## config.mk

```make
export PLATFORM = sky130hd
export DESIGN_NAME = current_input_value_encoder
export DESIGN_NICKNAME = d
export VERILOG_FILES = /design/src/hdl/encoder_pkg.sv /design/src/hdl/current_input_value_encoder.sv
export SDC_FILE = /design/constraint.sdc
export NUM_CORES = 2
export LEC_CHECK = 0
export BUFFER_PORTS_ARGS = -buffer_cell sky130_fd_sc_hd__buf_4
export CORE_ASPECT_RATIO = 1.75
export CORE_UTILIZATION = 50
export DETAILED_ROUTE_END_ITERATION = 10
export HOLD_SLACK_MARGIN = 0.03
export PLACE_DENSITY = 0.69
export SLEW_MARGIN = 20
export SYNTH_ARGS = -nofsm -noshare
export SYNTH_HDL_FRONTEND = slang
export SYNTH_SLANG_ARGS = --single-unit
```

## constraint.sdc

```tcl
create_clock -name SYS_CLK_IN -period 3 [get_ports SYS_CLK_IN]
set_clock_uncertainty 0.05 [all_clocks]
set_input_delay 0.3 -clock SYS_CLK_IN [delete_from_list [all_inputs] [get_ports SYS_CLK_IN]]
set_output_delay 0.3 -clock SYS_CLK_IN [all_outputs]
set_load 0.02 [all_outputs]
```

## src/hdl/encoder_pkg.sv

```systemverilog
package encoder_pkg;
    // channel count and sample widths
    localparam int CHANNELS = 6;
    localparam int CH_W     = 3;
    localparam int CUR_W    = 26;
    localparam int CODE_W   = 16;
    localparam int SCALE_W  = 24;
    localparam int FRAC_W   = 32;
    localparam int FIFO_DEPTH  = 16;
    localparam int READY_SLACK = 4;

    // one code step in nA for each range
    localparam real LSB_NA_0_20 = 723.4;
    localparam real LSB_NA_4_20 = 578.7;
    // fixed-point reciprocal of one step, 32 fraction bits
    localparam logic [SCALE_W-1:0] SCALE_0_20 =
        SCALE_W'(int'(4294967296.0 / LSB_NA_0_20));
    localparam logic [SCALE_W-1:0] SCALE_4_20 =
        SCALE_W'(int'(4294967296.0 / LSB_NA_4_20));
    localparam logic [51:0] ROUND_HALF = 52'h0_0000_8000_0000;

    // current breakpoints in nA
    localparam logic [CUR_W-1:0] LIVE_ZERO_NA    = 26'h03d0900; // 4 mA
    localparam logic [CUR_W-1:0] OVER_LIM_0_20   = 26'h166db30; // 23.518 mA
    localparam logic [CUR_W-1:0] OVER_LIM_4_20   = 26'h15c1d30; // 22.814 mA
    localparam logic [CUR_W-1:0] WIRE_LIM_0_20   = 26'h006c728; // 0.4442 mA
    localparam logic [CUR_W-1:0] WIRE_LIM_4_20   = 26'h036ee80; // 3.6 mA
    localparam logic [CUR_W-1:0] UNDER_LIM_4_20  = 26'h006c7f0; // 0.4444 mA

    // output codes
    localparam logic signed [CODE_W-1:0] CODE_ZERO      = 16'sh0000;
    localparam logic signed [CODE_W-1:0] CODE_NOM_MAX   = 16'sh6c00;
    localparam logic signed [CODE_W-1:0] CODE_OVR_MAX   = 16'sh7eff;
    localparam logic signed [CODE_W-1:0] CODE_OVERFLOW  = 16'sh7fff;
    localparam logic signed [CODE_W-1:0] CODE_WIRE_BRK  = 16'sh7fff;
    localparam logic signed [CODE_W-1:0] CODE_UND_MIN   = 16'she800;
    localparam logic signed [CODE_W-1:0] CODE_UNDERFLOW = 16'sh8000;

    typedef enum logic [2:0] {
        CLS_NOMINAL    = 3'h0,
        CLS_OVERRANGE  = 3'h1,
        CLS_OVERFLOW   = 3'h3,
        CLS_UNDERRANGE = 3'h2,
        CLS_UNDERFLOW  = 3'h6,
        CLS_WIRE_BREAK = 3'h7
    } class_t;

    typedef struct packed {
        logic [CH_W-1:0]  ch;
        logic [CUR_W-1:0] current_na;
    } sample_t;

    typedef struct packed {
        logic [CH_W-1:0]          ch;
        class_t                   cls;
        logic signed [CODE_W-1:0] code;
    } result_t;
endpackage

```

## src/hdl/current_input_value_encoder.sv

```systemverilog
`timescale 1ns/1ns

////////////////////////////////////////////////////////////////////////////////
module stream_fifo #(
    parameter int WIDTH = 8,
    parameter int DEPTH = 16,
    parameter int AW    = $clog2(DEPTH)
) (
    input  wire logic             clk,
    input  wire logic             rst_n,
    input  wire logic             in_valid,
    input  wire logic [WIDTH-1:0] in_data,
    output logic                  in_ready,
    output logic                  out_valid,
    output logic      [WIDTH-1:0] out_data,
    input  wire logic             out_ready,
    output logic      [AW:0]      level
);
    logic [WIDTH-1:0] mem [DEPTH];
    logic [AW-1:0]    wr_ptr;
    logic [AW-1:0]    rd_ptr;
    logic             push;
    logic             pop;

    // full and empty come from the stored word count
    assign in_ready = (level != (AW+1)'(DEPTH));
    assign push     = in_valid && in_ready;
    assign pop      = (level != '0) && (!out_valid || out_ready);

    // storage array
    always_ff @(posedge clk) begin
        if (push) begin
            mem[wr_ptr] <= in_data;
        end
    end

    // pointers and count
    always_ff @(posedge clk or negedge rst_n) begin
        if (!rst_n) begin
            wr_ptr <= '0;
            rd_ptr <= '0;
            level  <= '0;
        end else begin
            if (push) begin
                wr_ptr <= wr_ptr + 1'b1;
            end
            if (pop) begin
                rd_ptr <= rd_ptr + 1'b1;
            end
            level <= level + (AW+1)'(push) - (AW+1)'(pop);
        end
    end

    // registered output word
    always_ff @(posedge clk or negedge rst_n) begin
        if (!rst_n) begin
            out_valid <= 1'b0;
            out_data  <= '0;
        end else if (pop) begin
            out_valid <= 1'b1;
            out_data  <= mem[rd_ptr];
        end else if (out_ready) begin
            out_valid <= 1'b0;
        end
    end
endmodule

////////////////////////////////////////////////////////////////////////////////
module current_input_value_encoder #(
    parameter int CHANNELS = encoder_pkg::CHANNELS,
    parameter int DEPTH    = encoder_pkg::FIFO_DEPTH
) (
    input  wire logic                 SYS_CLK_IN,
    input  wire logic                 RST_N_IN,
    input  wire logic                 SAMPLE_VALID_IN,
    input  wire encoder_pkg::sample_t SAMPLE_IN,
    output logic                      SAMPLE_READY_OUT,
    input  wire logic [CHANNELS-1:0]  RANGE_LIVE_ZERO_IN,
    input  wire logic [CHANNELS-1:0]  WIRE_CHECK_EN_IN,
    input  wire logic [CHANNELS-1:0]  HART_ENABLE_IN,
    input  wire logic [CHANNELS-1:0]  HART_ACTIVE_IN,
    output logic                      PROCESS_INPUT_IMAGE_VALID_OUT,
    output encoder_pkg::result_t      PROCESS_INPUT_IMAGE_OUT,
    input  wire logic                 PROCESS_INPUT_IMAGE_READY_IN,
    output logic [CHANNELS-1:0]       CHANNEL_FAULT_INDICATOR_OUT,
    output logic [CHANNELS-1:0]       CHANNEL_HART_ACTIVITY_INDICATOR_OUT,
    output logic                      GROUP_FAULT_INDICATOR_OUT
);
    localparam int AW = $clog2(DEPTH);

    logic                                 rst_meta;
    logic                                 rst_n;
    logic                                 take;
    logic                                 s_valid;
    logic [encoder_pkg::CH_W-1:0]         s_ch;
    logic [encoder_pkg::CUR_W-1:0]        s_cur;
    logic                                 s_live0;
    logic                                 s_wbe;
    logic signed [encoder_pkg::CUR_W:0]   diff;
    logic signed [51:0]                   prod;
    logic signed [19:0]                   scaled;
    logic [encoder_pkg::CUR_W-1:0]        over_lim;
    encoder_pkg::class_t                  cls;
    logic signed [encoder_pkg::CODE_W-1:0] code;
    encoder_pkg::result_t                 push_word;
    logic                                 fifo_in_ready;
    logic [AW:0]                          fifo_level;
    logic                                 is_fault;

    ////////////////////////////////////////////////////////////////////////////
    // reset release through two flops
    always_ff @(posedge SYS_CLK_IN or negedge RST_N_IN) begin
        if (!RST_N_IN) begin
            rst_meta <= 1'b0;
            rst_n    <= 1'b0;
        end else begin
            rst_meta <= 1'b1;
            rst_n    <= rst_meta;
        end
    end

    ////////////////////////////////////////////////////////////////////////////
    // sample capture with its channel setup
    assign take = SAMPLE_VALID_IN && SAMPLE_READY_OUT;

    always_ff @(posedge SYS_CLK_IN or negedge rst_n) begin
        if (!rst_n) begin
            s_valid <= 1'b0;
            s_ch    <= '0;
            s_cur   <= '0;
            s_live0 <= 1'b0;
            s_wbe   <= 1'b0;
        end else begin
            s_valid <= take && (SAMPLE_IN.ch < encoder_pkg::CH_W'(CHANNELS));
            s_ch    <= SAMPLE_IN.ch;
            s_cur   <= SAMPLE_IN.current_na;
            if (SAMPLE_IN.ch < encoder_pkg::CH_W'(CHANNELS)) begin
                s_live0 <= RANGE_LIVE_ZERO_IN[SAMPLE_IN.ch];
                s_wbe   <= WIRE_CHECK_EN_IN[SAMPLE_IN.ch];
            end
        end
    end

    // ready only while the fifo has room for all words in flight
    always_ff @(posedge SYS_CLK_IN or negedge rst_n) begin
        if (!rst_n) begin
            SAMPLE_READY_OUT <= 1'b0;
        end else begin
            SAMPLE_READY_OUT <= fifo_level <=
                (AW+1)'(DEPTH - encoder_pkg::READY_SLACK);
        end
    end

    ////////////////////////////////////////////////////////////////////////////
    // linear scaling, rounded to nearest step
    always_comb begin
        diff = $signed({1'b0, s_cur});
        if (s_live0) begin
            diff = $signed({1'b0, s_cur}) - $signed({1'b0, encoder_pkg::LIVE_ZERO_NA});
        end
        prod = 52'(diff) * $signed({28'h0, s_live0 ? encoder_pkg::SCALE_4_20
                                                   : encoder_pkg::SCALE_0_20});
        prod   = prod + $signed(encoder_pkg::ROUND_HALF);
        scaled = prod[51:encoder_pkg::FRAC_W];
    end

    // classification, limits checked before the scaled value
    always_comb begin
        over_lim = s_live0 ? encoder_pkg::OVER_LIM_4_20 : encoder_pkg::OVER_LIM_0_20;
        cls  = encoder_pkg::CLS_NOMINAL;
        code = scaled[encoder_pkg::CODE_W-1:0];
        if (s_cur > over_lim) begin
            cls  = encoder_pkg::CLS_OVERFLOW;
            code = encoder_pkg::CODE_OVERFLOW;
        end else if (!s_live0 && s_cur < encoder_pkg::WIRE_LIM_0_20) begin
            cls  = encoder_pkg::CLS_WIRE_BREAK;
            code = encoder_pkg::CODE_WIRE_BRK;
        end else if (s_live0 && s_wbe && s_cur < encoder_pkg::WIRE_LIM_4_20) begin
            cls  = encoder_pkg::CLS_WIRE_BREAK;
            code = encoder_pkg::CODE_WIRE_BRK;
        end else if (s_live0 && !s_wbe && s_cur < encoder_pkg::UNDER_LIM_4_20) begin
            cls  = encoder_pkg::CLS_UNDERFLOW;
            code = encoder_pkg::CODE_UNDERFLOW;
        end else if (scaled > 20'(encoder_pkg::CODE_NOM_MAX)) begin
            cls  = encoder_pkg::CLS_OVERRANGE;
            if (scaled > 20'(encoder_pkg::CODE_OVR_MAX)) begin
                code = encoder_pkg::CODE_OVR_MAX;
            end
        end else if (scaled < 20'(encoder_pkg::CODE_ZERO)) begin
            cls  = encoder_pkg::CLS_UNDERRANGE;
            if (scaled < 20'(encoder_pkg::CODE_UND_MIN)) begin
                code = encoder_pkg::CODE_UND_MIN;
            end
        end
    end

    assign push_word = '{ch: s_ch, cls: cls, code: code};
    assign is_fault  = (cls == encoder_pkg::CLS_OVERFLOW) ||
                       (cls == encoder_pkg::CLS_UNDERFLOW) ||
                       (cls == encoder_pkg::CLS_WIRE_BREAK);

    ////////////////////////////////////////////////////////////////////////////
    // result buffer toward the controller
    stream_fifo #(
        .WIDTH ($bits(encoder_pkg::result_t)),
        .DEPTH (DEPTH)
    ) u_fifo (
        .clk       (SYS_CLK_IN),
        .rst_n     (rst_n),
        .in_valid  (s_valid),
        .in_data   (push_word),
        .in_ready  (fifo_in_ready),
        .out_valid (PROCESS_INPUT_IMAGE_VALID_OUT),
        .out_data  (PROCESS_INPUT_IMAGE_OUT),
        .out_ready (PROCESS_INPUT_IMAGE_READY_IN),
        .level     (fifo_level)
    );

    ////////////////////////////////////////////////////////////////////////////
    // per-channel fault indication, updated on every result
    always_ff @(posedge SYS_CLK_IN or negedge rst_n) begin
        if (!rst_n) begin
            CHANNEL_FAULT_INDICATOR_OUT <= '0;
            GROUP_FAULT_INDICATOR_OUT   <= 1'b0;
        end else begin
            if (s_valid) begin
                CHANNEL_FAULT_INDICATOR_OUT[s_ch] <= is_fault;
            end
            GROUP_FAULT_INDICATOR_OUT <= |CHANNEL_FAULT_INDICATOR_OUT;
        end
    end

    // hart activity: filtered pin, enable and 4-20 range
    genvar gi;
    generate
        for (gi = 0; gi < CHANNELS; gi++) begin : g_hart
            logic [2:0] sync;
            logic       steady;
            always_ff @(posedge SYS_CLK_IN or negedge rst_n) begin
                if (!rst_n) begin
                    sync   <= 3'h0;
                    steady <= 1'b0;
                end else begin
                    sync <= {sync[1:0], HART_ACTIVE_IN[gi]};
                    if (sync[1] == sync[2]) begin
                        steady <= sync[2];
                    end
                end
            end
            always_ff @(posedge SYS_CLK_IN or negedge rst_n) begin
                if (!rst_n) begin
                    CHANNEL_HART_ACTIVITY_INDICATOR_OUT[gi] <= 1'b0;
                end else begin
                    CHANNEL_HART_ACTIVITY_INDICATOR_OUT[gi] <= steady &&
                        HART_ENABLE_IN[gi] && RANGE_LIVE_ZERO_IN[gi];
                end
            end
        end
    endgenerate
endmodule

```

# After elaboration in Yosys (flattened, before gate mapping)
# Memory sizes are Yosys's and may differ from the RTL's. A register that Yosys moved wholly into a read port is not among the register bits.
# Cells that the tools add are included.
word_totals:
  ff_bits: 86
  ram_bits: 352
  in_bits: 57
  output_inout_bits: 37
  memories: 1
mem_list:
  columns: ["memory", "depth", "word_bits", "read_ports", "rd_clocked_by_memory_dff", "write_ports", "line_no", "text"]
  rows:
  - ["u_fifo.mem", 16, 22, 1, 1, 1, "current_input_value_encoder.sv:19", "logic [WIDTH-1:0] mem [DEPTH];"]
classes:
  addsub: 6
  multipliers: 1
  order_cmp: 13
  eq_ne: 10
  mux: 28
  n_reduce_logical: 32
op_table:
  columns: ["cell", "count"]
  rows:
  - ["$mux W16", 8]
  - ["$add A51 B33 Y52 const B", 1]
  - ["$lt A26 B19 Y1 const B", 2]
  - ["$mul A27 B24 Y51", 1]
  - ["$mux W22", 2]
  - ["$gt A20 B16 Y1 const B", 2]
  - ["$mux W27", 1]
  - ["$sub A26 B22 Y27 const B", 1]
  - ["$gt A26 B25 Y1", 1]
  - ["$lt A26 B22 Y1 const B", 1]
  - ["$logic_and A1 B1 Y1", 22]
  - ["$lt A20 B1 Y1 const B", 1]
  - ["$lt A20 B14 Y1 const B", 1]
  - ["$mux W3", 4]
  - ["$add A4 B1 Y4 const B", 2]
  - ["$lt A3 B4 Y1 const B", 2]
  - ["$mux W1", 7]
  - ["$bmux W1 S3", 2]
  - ["$bwmux W6", 1]
  - ["$eq A1 B1 Y1", 6]
  - ["$eq A3 B3 Y1 const B", 2]
  - ["$reduce_or A6 Y1", 1]
  - ["$add A5 B1 Y5", 1]
  - ["$le A5 B4 Y1 const B", 1]
  - ["11 further kinds", 17]

# Logic depth before layout (Yosys ltp)
logic_depth:
  depth_word: 15
  ltp_mapped: 40

# Cells and area by module
# Synthesis repeated with hierarchy kept, for this count alone.
hier_totals:
  hier_cells: 2894
  hier_area_um2: 35959.5
by_module_without_submodules:
  columns: ["module", "instances", "cells_per_inst", "area_each_um2", "seq_area_each_um2"]
  rows:
  - ["current_input_value_encoder", 1, 2213, 21109.0, 1801.7]
  - ["stream_fifo", 1, 681, 14850.5, 11471.0]

# Worst setup path before layout
# OpenSTA, ideal clock, no wires.
synth_timing:
  path_kind: "register to register"
  from: "register s_cur[8] in the netlist's numbering"
  to: "memory u_fifo.mem[0][11] in the netlist's numbering, data pin"
  setup_time_ps: 352
  t_arrival_ps: 9344
  t_required_ps: 2598
  path_slack_ps: -6746
  stages_incl_launch_ff: 32
  n_path_buf: 0
  synth_period_minus_slack_ps: 9746
  path_cell_list: "dfrtp_1 inv_1 ha_1 inv_1 o21ai_0 nand2_1 a21oi_1 o21ai_0 nand2b_1 inv_1 ha_1 xnor2_1 fa_1 fa_1 fa_1 inv_1 fa_1 fa_1 inv_1 fa_1 inv_1 ha_1 nand3_2 nor4_1 nand3_1 nand3_1 o2111a_1 o21a_2 o21ai_0 nor4bb_4 and4bb_1 a311oi_1"
synth_via:
  elab_chain_cells: 12
synth_rtl:
  columns: ["element", "line_no", "text"]
  rows:
  - ["from (decl)", "current_input_value_encoder.sv:96", "logic [encoder_pkg::CUR_W-1:0] s_cur;"]
  - ["from (signal assigned)", "current_input_value_encoder.sv:136", "s_cur <= SAMPLE_IN.current_na;"]
  - ["$sub A26 B22 Y27", "current_input_value_encoder.sv:159", "diff = $signed({1'b0, s_cur}) - $signed({1'b0, encoder_pkg::LIVE_ZERO_NA});"]
  - ["$mux W27", "current_input_value_encoder.sv:158", "if (s_live0) begin"]
  - ["$mul A27 B24 Y51", "current_input_value_encoder.sv:161", "prod = 52'(diff) * $signed({28'h0, s_live0 ? encoder_pkg::SCALE_4_20"]
  - ["$add A51 B33 Y52", "current_input_value_encoder.sv:163", "prod = prod + $signed(encoder_pkg::ROUND_HALF);"]
  - ["$lt A20 B14 Y1", "current_input_value_encoder.sv:191", "if (scaled < 20'(encoder_pkg::CODE_UND_MIN)) begin"]
  - ["$mux W16", "current_input_value_encoder.sv:191", null]
  - ["$mux W16", "current_input_value_encoder.sv:189", "end else if (scaled < 20'(encoder_pkg::CODE_ZERO)) begin"]
  - ["$mux W16", "current_input_value_encoder.sv:184", "end else if (scaled > 20'(encoder_pkg::CODE_NOM_MAX)) begin"]
  - ["$mux W16", "current_input_value_encoder.sv:181", "end else if (s_live0 && !s_wbe && s_cur < encoder_pkg::UNDER_LIM_4_20) begin"]
  - ["$mux W16", "current_input_value_encoder.sv:178", "end else if (s_live0 && s_wbe && s_cur < encoder_pkg::WIRE_LIM_4_20) begin"]
  - ["$mux W16", "current_input_value_encoder.sv:175", "end else if (!s_live0 && s_cur < encoder_pkg::WIRE_LIM_0_20) begin"]
  - ["$mux W16 *", "current_input_value_encoder.sv:172", "if (s_cur > over_lim) begin"]
  - ["via code (one bit)", "current_input_value_encoder.sv:104", "logic signed [encoder_pkg::CODE_W-1:0] code;"]
  - ["to (decl)", "current_input_value_encoder.sv:19", null]
# The timed path passes the listed nets; every way through them passes the cells marked *.

# Worst setup path after layout
layout_timing:
  from: "register s_cur[10] in the netlist's numbering"
  to: "memory u_fifo.mem[14][12] in the netlist's numbering, data pin"
# The elaborated chain is that of the path after synthesis.

==> results.py <==
metrics = {
    "cells_and_area": {
        "nets": 4336,
        "finish.utilization_pct": 64.55,
        "layout_common_cells": "inv_1, buf_4, fa_1",
        "diodes": 0,
        "nFillCells": 5204,
        "layout-drive-gt1-share_pct": 30.88,
        "area_growth_syn_to_layout_pct": 27.55,
        "final_common_cell": "inv_1",
    },
    "synthesis": {
        "synthArstFlopShare_pct": 23.48,
        "syn-cell-area_um2": 35860,
        "ys_seq_elements": 460,
        "syn_avg_cell_area_um2": 12.67,
        "ys_seq_area_share_pct": 37.01,
        "ys_warn_count": 0,
        "synth_ff_type": "edfxtp_1",
        "synth.area.top_cells": "edfxtp_1, fa_1, ha_1, inv_1, dfrtp_1",
        "yosysUniqueCellTypes": 85,
        "synthCells": 2831,
        "netlist.area_leader.share_pct": 29.48,
        "synth-edff-count": 352,
        "yosys.area.top_type": "edfxtp_1",
    },
    "routing": {
        "wl_per_cell_um": 24.07,
        "routed_wl_um": 108100,
        "ant_nets": 0,
        "drt_iter0_drc": 1314,
        "viasPerCell": 5.396,
        "dr.pass1.iters": 5,
        "drc_errors": 0,
        "vias": 24238,
    },
    "grt": {
        "first_global_vias": 27698,
        "grt_start_max_net_pins": 73,
        "grt-ovfl-total": 0,
        "grt_pass1_wl_um": 162000,
        "antenna_found_initial": 0,
        "track_usage_pct": 30.70,
    },
    "timing": {
        "rsz0062_at_grt": "true",
        "worst_slew_pin_slew_ns": 0.6910,
        "drv_slew": 0,
        "max_freq_mhz": 110.7,
        "fin_ws_ns": -6.037,
        "setup_viol": 310,
        "min_period_over_period_pct": 301.2,
        "post-route-min-period_ns": 9.037,
        "slew_headroom_pct": 53.94,
        "hold_viol_final": 0,
    },
    "cts": {
        "clock_sinks": 460,
        "cts_tree": "built",
        "clk_latency_ns": 0.60,
        "cts_max_level": 2,
        "cts_root_buf": "clkbuf_16",
        "clk_path_buf_depth": 3,
        "cts_made_buffers": 41,
        "clk_pin_slew_ns": 0.07,
    },
    "worst_setup_path": {
        "startpoint_type": "register",
        "critical-path-slowest-cell": "fa_1",
        "crit_path_max_fanout": 8,
        "path_class": "register to register",
        "cp.required_ns": 3.38,
        "cp.arrival_ns": 9.42,
        "path_common_cell": "inv_2",
        "cpPeakStageDelay_ns": 0.58,
        "end_kind": "register",
    },
    "floorplan": {
        "die_w_um": 204.4,
        "dieArea_um2": 72840,
        "pin_count": 94,
        "start_util_pct": 50.61,
        "row_count": 129,
        "core_um2": 70860,
        "die_h_um": 356.3,
    },
    "status": {
        "outcome": "finished, violations left",
        "violations": "negative setup slack",
    },
    "place": {
        "io_buffers": 93,
        "gp_congestion": 1.032,
        "place_worst_setup_slack_ns": -6.520,
        "hpwlAfterDp_um": 83210,
    },
    "flow_run": {
        "drv_cap": 0,
    },
    "hold_path": {
        "hold_path.class": "input pin to register",
    },
}
==> cells by family (layout without fill, tap and decap cells) <==
family          Yosys count  count (layout)  synth area share, %
fa+ha+maj               743             743                35.20
mux                     146             146                8.091
flops                   460             460                37.01
xor+xnor                 47              47                1.169
simple gates            368             370                5.419
compound gates          246             248                4.477
buf+inv                 819            1527                8.611
other cells               2              34              0.02094
==> sequential cells by signal (all words and copies together) (netlist names), 3 cells and up <==
| register | cells |
|---|---|
| u_fifo.mem | 352 |
| s_cur | 26 |
| u_fifo.out_data | 22 |
| g_hart.sync | 18 |
| CHANNEL_FAULT_INDICATOR_OUT | 6 |
| CHANNEL_HART_ACTIVITY_INDICATOR_OUT | 6 |
| g_hart.steady | 6 |
| u_fifo.level | 5 |
| u_fifo.rd_ptr | 4 |
| u_fifo.wr_ptr | 4 |
| s_ch | 3 |
==> Yosys cell counts (30+ instances only) <==
master,instances
mux2_2,31
ha_1,292
inv_1,756
nand2_1,104
mux4_2,112
edfxtp_1,352
o21ai_0,45
clkbuf_1,37
fa_1,445
nor2_1,62
xnor2_1,30
dfrtp_1,108
a21oi_1,77
==> critical path, delay by kind of cell (launching register included) <==
| kind | cells | cell delay [ns] |
|---|---|---|
| fa+ha+maj | 8 | 3.86 |
| compound gates | 8 | 1.54 |
| buf+inv | 9 | 0.88 |
| xor+xnor | 1 | 0.16 |
| flops | 1 | 0.38 |
| simple gates | 9 | 1.98 |
==> routing by layer <==
layer  GRT usage, %  part of all wire [%]
met3          3.434                   3.8
met1          29.89                    32
met2          57.88                    55
met5              0                     0
met4          24.27                   9.2
==> final timing paths <==
path                            slack [ns]             startpoint                   to  cells past startpoint
worst min-delay path                  0.13  RANGE_LIVE_ZERO_IN[4]              s_live0                      4
min in group asynchronous             0.25                  rst_n    g_hart[1].sync[0]                      0
max in group asynchronous             1.78                  rst_n  u_fifo.out_data[11]                      1
worst max register to register       -6.04              s_cur[10]   u_fifo.mem[14][12]                     35
worst min register to register        0.25                  rst_n    g_hart[1].sync[0]                      0
worst max-delay path                 -6.04              s_cur[10]   u_fifo.mem[14][12]                     35
==> cell type report <==
type | instances | area [um^2] | share of cell area, %
inverters | 756 | 2860 | 6.254
flip-flops and latches | 460 | 13290 | 29.05
multi-input cells | 1588 | 21040 | 46.00
clock inverters | 25 | 317.8 | 0.6948
repair buffers | 694 | 5964 | 13.04
clock buffers | 51 | 1114 | 2.435
well taps | 917 | 1147 | 2.509
repair inverters | 1 | 7.507 | 0.01641
==> metrics by stage <==
stage / cells / TNS [ns] / hold slack (ns) / instance area [um^2]
3_3_place_gp: 4288 / -1802.75 / 0.03213 / 41810
5_1_grt: 4492 / -1794.53 / 0.1320 / 45740
2_1_floorplan: 2863 / -1598.56 / -0.04559 / 36390
3_5_place_dp: 4288 / -1827.19 / 0.03365 / 41810
4_1_cts: 4481 / -1698.19 / 0.08995 / 45450
6_report: 4492 / -1703.85 / 0.1281 / 45740
==> what timing repair did <==
action                                  in CTS  in global routing
buffers inserted                            58                 17
pin swaps                                   85                 54
cloned                                      11                  1
hold endpoints to repair                    47                  0
hold buffers                                51                  0
resized for setup                          183                 61
endpoints found under the setup margin     310                310
Power is left out: the tool's default activity adds up to more than one toggle a clock period on the data nets, which glitch-free logic cannot reach.
